### src/mie_pkg.sv
// package of constants and types for the instruction execution subset
package mie_pkg;
    // data and address widths
    localparam int DATA_W = 8;
    localparam int INSTR_W = 14;
    localparam int FILE_AW = 7;
    localparam int BRANCH_W = 11;
    localparam int PC_W = 15;
    localparam int LATCH_W = 7;
    // field positions inside the instruction word and the upper address latch
    localparam int DEST_BIT = 7;
    localparam int LATCH_LO = 3;
    localparam int LATCH_HI = 6;
    // opcode match masks and values
    localparam logic [13:0] CLEAR_WORKING_INSTR_MASK = 14'h3F80;
    localparam logic [13:0] CLEAR_WORKING_INSTR_CODE = 14'h0100;
    localparam logic [13:0] FILE_MASK = 14'h3F00;
    localparam logic [13:0] DECSKIP_CODE = 14'h0B00;
    localparam logic [13:0] INCSKIP_CODE = 14'h0F00;
    localparam logic [13:0] INCREMENT_FILE_INSTR_CODE = 14'h0A00;
    localparam logic [13:0] ORF_CODE = 14'h0400;
    localparam logic [13:0] BRANCH_MASK = 14'h3800;
    localparam logic [13:0] BRANCH_CODE = 14'h2800;
    localparam logic [13:0] ORL_MASK = 14'h3F00;
    localparam logic [13:0] ORL_CODE = 14'h3800;
    // reset values and data constants
    localparam logic [7:0] W_RESET = 8'h00;
    localparam logic [14:0] PC_RESET = 15'h0000;
    localparam logic [7:0] DATA_ZERO = 8'h00;
    localparam logic [7:0] DATA_ONE = 8'h01;
    // decoded operation classes, one-hot
    typedef enum logic [7:0] {
        OP_NONE = 8'h01,
        OP_CLEAR_WORKING_INSTR = 8'h02,
        OP_DECSKIP = 8'h04,
        OP_INCSKIP = 8'h08,
        OP_BRANCH = 8'h10,
        OP_ORL = 8'h20,
        OP_INCREMENT_FILE_INSTR = 8'h40,
        OP_ORF = 8'h80
    } mie_op_type;
endpackage : mie_pkg

### src/mie_alu.sv
// combinational datapath: result, zero test and flag effect per operation
`timescale 1ns/1ns
module mie_alu
    import mie_pkg::*;
(
    // operation and operands
    input wire mie_op_type op_in,
    input wire logic [7:0] w_in,
    input wire logic [7:0] file_in,
    input wire logic [7:0] literal_in,
    // results
    output logic [7:0] result_out,
    output logic result_zero_out,
    output logic sets_zero_out
);

    // result per operation and whether the zero flag is touched
    always_comb
    begin
        result_out = DATA_ZERO;
        sets_zero_out = 1'b0;
        unique case (op_in)
            OP_NONE:
            begin
                result_out = DATA_ZERO;
            end
            OP_CLEAR_WORKING_INSTR:
            begin
                result_out = DATA_ZERO; // RL1
                sets_zero_out = 1'b1; // RL1
            end
            OP_DECSKIP:
            begin
                result_out = file_in - DATA_ONE; // RL2
            end
            OP_INCSKIP:
            begin
                result_out = file_in + DATA_ONE; // RL4
            end
            OP_BRANCH:
            begin
                result_out = DATA_ZERO;
            end
            OP_ORL:
            begin
                result_out = w_in | literal_in; // RL7
                sets_zero_out = 1'b1; // RL7
            end
            OP_INCREMENT_FILE_INSTR:
            begin
                result_out = file_in + DATA_ONE; // RL8
                sets_zero_out = 1'b1; // RL8
            end
            OP_ORF:
            begin
                result_out = w_in | file_in; // RL9
                sets_zero_out = 1'b1; // RL9
            end
        endcase
    end

    // zero test on the full 8-bit result
    assign result_zero_out = (result_out == DATA_ZERO); // RL10

endmodule : mie_alu

### src/mie_exec.sv
// instruction execution core for the clear, increment, decrement, or and branch subset
// Summary of operation
// RL1: the clear-working instruction loads zero into the working register and sets the zero flag.
// RL2: decrement-and-skip subtracts one from the addressed file register and touches no flag.
// RL3: a zero decrement-and-skip result turns the next fetched instruction into a no-operation.
// RL4: increment-and-skip adds one without flags and on zero discards the next instruction.
// RL5: destination bit 0 sends the result to the working register, 1 back to the file register.
// RL6: the branch loads its 11-bit literal into pc 10..0 and latch bits 6..3 into pc 14..11.
// RL7: or-with-literal ors the working register with the 8-bit literal into the working register.
// RL8: plain increment adds one to the file register, writes the destination and updates zero.
// RL9: or-with-file ors the working register with the file register into the destination.
// RL10: the zero flag follows a zero result where affected and stays unchanged elsewhere.
`timescale 1ns/1ns
module mie_exec
    import mie_pkg::*;
#(
    parameter int PC_WIDTH = PC_W,
    parameter int DATA_WIDTH = DATA_W
)
(
    // clock and reset
    input wire logic mclk_in,
    input wire logic srst_in,
    // fetched instruction from program memory
    input wire logic [13:0] instr_in,
    input wire logic instr_valid_in,
    // upper program address latch
    input wire logic [6:0] pc_upper_latch_in,
    // file register read data for the address given last cycle
    input wire logic [7:0] file_rdata_in,
    // program counter to fetch
    output logic [14:0] pc_out,
    // file register access
    output logic [6:0] file_raddr_out,
    output logic [6:0] file_waddr_out,
    output logic [7:0] file_wdata_out,
    output logic file_we_out,
    // core state
    output logic [7:0] w_out,
    output logic zero_flag_out,
    output logic discard_out,
    output logic retire_out
);

    // the datapath is built for these widths only
    if (PC_WIDTH != BRANCH_W + LATCH_HI - LATCH_LO + 1 || DATA_WIDTH != DATA_W)
    begin : g_width_check
        $error("mie_exec: unsupported width parameters");
    end

    // decode stage registers
    logic [13:0] instr_q, instr_d;
    logic valid_q, valid_d;
    logic [6:0] raddr_q, raddr_d;
    // execute state registers
    logic [14:0] pc_q, pc_d;
    logic [7:0] w_q, w_d;
    logic zero_q, zero_d;
    logic [6:0] waddr_q, waddr_d;
    logic [7:0] wdata_q, wdata_d;
    logic we_q, we_d;
    logic discard_q, discard_d;
    logic retire_q, retire_d;

    // decode and datapath wires
    mie_op_type op;
    logic [7:0] file_val;
    logic [7:0] result;
    logic result_zero;
    logic sets_zero;
    logic dest_file;
    logic skip;
    logic branch;
    logic [10:0] branch_target;

    // classify the instruction held in the execute slot
    always_comb
    begin
        op = OP_NONE;
        if (valid_q)
        begin
            if ((instr_q & CLEAR_WORKING_INSTR_MASK) == CLEAR_WORKING_INSTR_CODE)
                op = OP_CLEAR_WORKING_INSTR;
            else if ((instr_q & FILE_MASK) == DECSKIP_CODE)
                op = OP_DECSKIP;
            else if ((instr_q & FILE_MASK) == INCSKIP_CODE)
                op = OP_INCSKIP;
            else if ((instr_q & FILE_MASK) == INCREMENT_FILE_INSTR_CODE)
                op = OP_INCREMENT_FILE_INSTR;
            else if ((instr_q & FILE_MASK) == ORF_CODE)
                op = OP_ORF;
            else if ((instr_q & ORL_MASK) == ORL_CODE)
                op = OP_ORL;
            else if ((instr_q & BRANCH_MASK) == BRANCH_CODE)
                op = OP_BRANCH;
        end
    end

    // forward a file write still in flight to the same address
    assign file_val = (we_q && waddr_q == instr_q[6:0]) ? wdata_q : file_rdata_in;

    // arithmetic and logic for the decoded operation
    mie_alu u_alu (
        .op_in(op),
        .w_in(w_q),
        .file_in(file_val),
        .literal_in(instr_q[7:0]),
        .result_out(result),
        .result_zero_out(result_zero),
        .sets_zero_out(sets_zero)
    );

    assign dest_file = instr_q[DEST_BIT];
    assign branch_target = instr_q[10:0];
    assign branch = (op == OP_BRANCH);
    // a zero result of either skip form discards the next instruction
    assign skip = (op == OP_DECSKIP || op == OP_INCSKIP) && result_zero; // RL3 RL4

    // decode stage: capture the fetched word unless it must be discarded
    always_comb
    begin
        instr_d = instr_in;
        valid_d = instr_valid_in && !(skip || branch); // RL3 RL4 RL6
        raddr_d = instr_in[6:0];
    end

    // decode stage registers
    always_ff @(posedge mclk_in)
    begin
        if (srst_in)
        begin
            instr_q <= 14'h0000;
            valid_q <= 1'b0;
            raddr_q <= 7'h00;
        end
        else
        begin
            instr_q <= instr_d;
            valid_q <= valid_d;
            raddr_q <= raddr_d;
        end
    end

    // execute stage: working register, flags, file write back and program counter
    always_comb
    begin
        w_d = w_q;
        zero_d = zero_q;
        waddr_d = instr_q[6:0];
        wdata_d = result;
        we_d = 1'b0;
        pc_d = pc_q + 15'h0001;
        discard_d = skip || branch;
        retire_d = valid_q;
        if (sets_zero)
            zero_d = result_zero; // RL10
        unique case (op)
            OP_NONE:
            begin
                w_d = w_q;
            end
            OP_CLEAR_WORKING_INSTR:
            begin
                w_d = result; // RL1
            end
            OP_ORL:
            begin
                w_d = result; // RL7
            end
            OP_BRANCH:
            begin
                pc_d = {pc_upper_latch_in[LATCH_HI:LATCH_LO], branch_target}; // RL6
            end
            OP_DECSKIP, OP_INCSKIP, OP_INCREMENT_FILE_INSTR, OP_ORF:
            begin
                // destination select for file-register forms
                if (dest_file)
                    we_d = 1'b1; // RL5
                else
                    w_d = result; // RL5 RL2 RL8 RL9
            end
        endcase
    end

    // execute stage registers
    always_ff @(posedge mclk_in)
    begin
        if (srst_in)
        begin
            pc_q <= PC_RESET;
            w_q <= W_RESET;
            zero_q <= 1'b0;
            waddr_q <= 7'h00;
            wdata_q <= DATA_ZERO;
            we_q <= 1'b0;
            discard_q <= 1'b0;
            retire_q <= 1'b0;
        end
        else
        begin
            pc_q <= pc_d;
            w_q <= w_d;
            zero_q <= zero_d;
            waddr_q <= waddr_d;
            wdata_q <= wdata_d;
            we_q <= we_d;
            discard_q <= discard_d;
            retire_q <= retire_d;
        end
    end

    // outputs straight from registers
    assign pc_out = pc_q;
    assign file_raddr_out = raddr_q;
    assign file_waddr_out = waddr_q;
    assign file_wdata_out = wdata_q;
    assign file_we_out = we_q;
    assign w_out = w_q;
    assign zero_flag_out = zero_q;
    assign discard_out = discard_q;
    assign retire_out = retire_q;

endmodule : mie_exec

### config.mk
export PLATFORM = sky130hd
export DESIGN_NAME = mie_exec
export DESIGN_NICKNAME = d
export VERILOG_FILES = /design/src/mie_pkg.sv /design/src/mie_alu.sv /design/src/mie_exec.sv
export SDC_FILE = /design/constraint.sdc
export NUM_CORES = 1
export LEC_CHECK = 0
export ABC_AREA = 1
export BUFFER_PORTS_ARGS = -buffer_cell sky130_fd_sc_hd__buf_2
export CAP_MARGIN = 40
export CELL_PAD_IN_SITES_DETAIL_PLACEMENT = 0
export CELL_PAD_IN_SITES_GLOBAL_PLACEMENT = 1
export CORE_MARGIN = 3
export CORE_UTILIZATION = 25
export DETAILED_ROUTE_END_ITERATION = 12
export GPL_ROUTABILITY_DRIVEN = 0
export HOLD_SLACK_MARGIN = 0.06
export PLACE_DENSITY = 0.64
export SLEW_MARGIN = 20
export SYNTH_ARGS = -nofsm -noshare
export SYNTH_HDL_FRONTEND = slang
export SYNTH_SLANG_ARGS = --single-unit
### constraint.sdc
create_clock -name mclk_in -period 5.6 [get_ports mclk_in]
set_clock_uncertainty 0.15 [all_clocks]
set_input_delay 0.28 -clock mclk_in [delete_from_list [all_inputs] [get_ports mclk_in]]
set_output_delay 0.28 -clock mclk_in [all_outputs]
set_load 0.02 [all_outputs]
==> impl_metrics.csv <==
group,metric,value,unit
outcome,outcome,"finished clean",
layout,register_area,1140,sq um
job,max-cap-violations,0,
sta,hold_violations,0,
clock_network,clock-sinks,57,
layout,final_area,4260,sq um
routing,wirelength,9330,microns
clock_network,cts_buffers,9,
clock_network,root_buffer,"clkbuf_16",
yosys,yosysTopAreaCell,"dfxtp_1",
power_and_ir_drop,p_per_area,265,nW/um^2
die,design.core.area,12700,sq um
sta,maxSlewHeadroom,0.619,
layout,diodes,0,
routing,antenna_left,0,
routing,drc,0,
layout,drive_gt1_frac,0.214,
sta,hold_ws,0.136,ns
die,io_pins,81,
clock_network,post_cts_buffers,0,
power_and_ir_drop,p_int,0.000851,W
layout,layout_common_cells,"101 x nand2_1, 87 x inv_1, 77 x buf_2, 70 x nor2_1, 57 x dfxtp_1",
yosys,syn_inst,502,
grt,antenna_found_initial,0,
routing,vias,3241,
sta,setup_violations,0,
yosys,synth_nets,538,
clock_network,cts_tree,"done",
yosys,syn_avg_cell_area,6.52,sq um
clock_network,cts_max_level,3,
yosys,synthMuxAreaShare,0.00306,
setup_path,worstPathRequired,5.67,ns
placement,dpl_cell_area,3770,sq um
yosys,yosysWarningCount,0,
yosys,yosys.area_share.adder,0.0153,
layout,fillCellCount,1464,
yosys,yosys-top-cells-area,"dfxtp_1 35%, nand2_1 12%, inv_1 10%, nor2_1 8.0%, nand3_1 6.9%",
sta,rsz0062_at_grt,"no",
setup_path,arrival,3.71,ns
placement,dp_cells,733,
grt,grt_util_all_layers,0.134,
routing,drtPass1Iterations,4,
clock_network,cts-hold-fix-buffers,15,
setup_path,start_kind,"register",
sta,fin_crit,3.64,ns
die,die_x,120,microns
yosys,ys_seq_elements,57,
die,row_count,41,
power_and_ir_drop,p_switching,0.000278,W
grt,grt_pass1_wl,15500,microns
power_and_ir_drop,p_leak,2.28,nW
die,start_util,0.257,
layout,final_common_cell,"nand2_1",
sta,tns,0,ns
layout,utilization,0.335,
clock_network,path_clk_slew,0.05,ns
yosys,synth_area,3270,sq um
grt,grt_overflow,0,
power_and_ir_drop,clkPwrFrac,0.499,
power_and_ir_drop,vdd_ir_drop_max,158,uV
clock_network,cts_resized,0,
grt,grt_max_degree,43,
sta,tightest_slew,0.570,ns
routing,vias_per_cell,4.23,
sta,fin_crit_sh,0.650,
yosys,synthSimpleGateAreaFrac,0.344,
yosys,ys_types,37,
routing,drt_iter0_markers,134,
clock_network,clkLatencyLatePin,0.32,ns
layout,stdcell_count,766,
grt,grt_pass1_vias,3117,
clock_network,clockBufferDepth,2,
yosys,ys_seq_area_frac,0.349,
setup_path,crit_path_max_fanout,11,
power_and_ir_drop,swShare,0.246,
hold_path,hp-class,"input port to register",
yosys,synth_compound_area_frac,0.108,
placement,io_buffers,77,
sta,timing.fmax,275,MHz
yosys,synth_top_cell_area_share,0.349,
setup_path,worstSetupPathType,"register to register",
die,dieArea,14500,sq um
yosys,synthXorXnorAreaFrac,0.0321,
power_and_ir_drop,p_seq_frac,0.385,
die,die_y,120,microns
yosys,synth_top_family_by_area,"simple AND/OR/NAND/NOR gates",
setup_path,worst_setup_path_end_kind,"register",
layout,multi_input_comb_area,1650,sq um
layout,area_delta_synth_final,30.3,%
sta,slew_violations,0,
layout,nets,625,
routing,post_drt_wl_per_cell,12.2,microns
placement,hpwlAfterDp,7130,microns
power_and_ir_drop,p_comb_frac,0.116,
state kept, by name, summed over array words and instances, names as in the netlist:
name,flops
discard_out,1
file_waddr_out,7
file_wdata_out,8
file_we_out,1
instr_q,14
pc_out,15
retire_d,1
retire_out,1
w_out,8
zero_flag_out,1
Yosys cell counts:
cell type / instances
a211oi_1: 1
a21o_1: 1
a21oi_1: 18
a21oi_2: 1
a21oi_4: 1
buf_2: 2
buf_4: 8
buf_6: 1
clkbuf_1: 8
clkinv_1: 2
dfxtp_1: 57
ha_1: 4
inv_1: 87
inv_2: 11
mux2i_1: 1
nand2_1: 101
nand2_2: 4
nand3_1: 45
nand3_2: 4
nand3b_1: 5
nand4_1: 7
nand4_2: 3
nor2_1: 70
nor2_2: 5
nor2_4: 2
nor3_1: 3
nor3b_1: 1
o211ai_1: 7
o21ai_0: 21
o21ai_1: 3
o21ai_2: 1
o21ba_2: 1
o21bai_1: 1
o31ai_1: 2
o41ai_1: 1
xnor2_1: 6
xor2_1: 6
metrics by stage:
stage / total power (W) / setup WS [ns]
final: 0.00113 / 1.96
after global routing: 0.00118 / 1.53
after CTS: 0.00114 / 1.71
after detailed placement: 0.000564 / 1.72
after global placement: 0.000563 / 1.79
after floorplan: 0.000527 / 2.91
logic make-up (layout without fill, tap and decap cells):
| logic type | Yosys count | after routing |
|---|---|---|
| adders and majority gates | 4 | 4 |
| buffers and inverters | 119 | 211 |
| and+or+nand+nor | 250 | 250 |
| xor gates and xnor gates | 12 | 12 |
| muxes | 1 | 1 |
| DFF | 57 | 57 |
| AOI/OAI and AO/OA | 59 | 59 |
power by group through the flow:
stage | Clock (W) | Combinational (W) | Sequential, W
after detailed placement | 0 | 0.000122 | 0.000442
after global placement | 0 | 0.000122 | 0.000442
after floorplan | 0 | 0.0000772 | 0.000449
after global routing | 0.000598 | 0.000148 | 0.000436
final | 0.000564 | 0.000131 | 0.000434
after CTS | 0.000578 | 0.000130 | 0.000434
critical path: stages (launching register included):
cell and delay, ns:
dfxtp_1 0.40, inv_2 0.07, nand2_1 0.06, nand2_1 0.06, inv_2 0.04, nand2_1 0.05, nor2_2 0.41, nand2_1 0.41
nand2_2 0.17, nand2_1 0.14, ha_1 0.34, a21oi_1 0.25, inv_1 0.07, a21oi_1 0.18, nand3_1 0.09, nand3_1 0.10
nand2_1 0.08, nor2_2 0.21, nand3_2 0.13, nand2_1 0.08, nor2_1 0.04
worst paths after layout:
path,startpoint,to,slack (ns),cells after the start
max,instr_q[0],retire_d,1.96,20
min,pc_upper_latch_in[3],pc_out[11],0.14,5
max reg2reg,instr_q[0],retire_d,1.96,20
min reg2reg,instr_q[2],file_waddr_out[2],0.34,2
routing by layer:
layer,part of all wire,global-route usage,vias up
met5,0,0,-
met1,0.48,0.172,1423
met4,0.018,0.0453,0
li1,-,-,1729
met2,0.45,0.217,76
met3,0.053,0.0360,13
layout make-up:
type | instances | share of cell area
repair buffers | 95 | 0.136
clock inverters | 2 | 0.00822
inverters | 100 | 0.0880
well taps | 172 | 0.0505
multi-input cells | 326 | 0.386
flip-flops and latches | 57 | 0.268
clock buffers | 14 | 0.0643
Note: power is estimated with default switching activity, not from simulation.
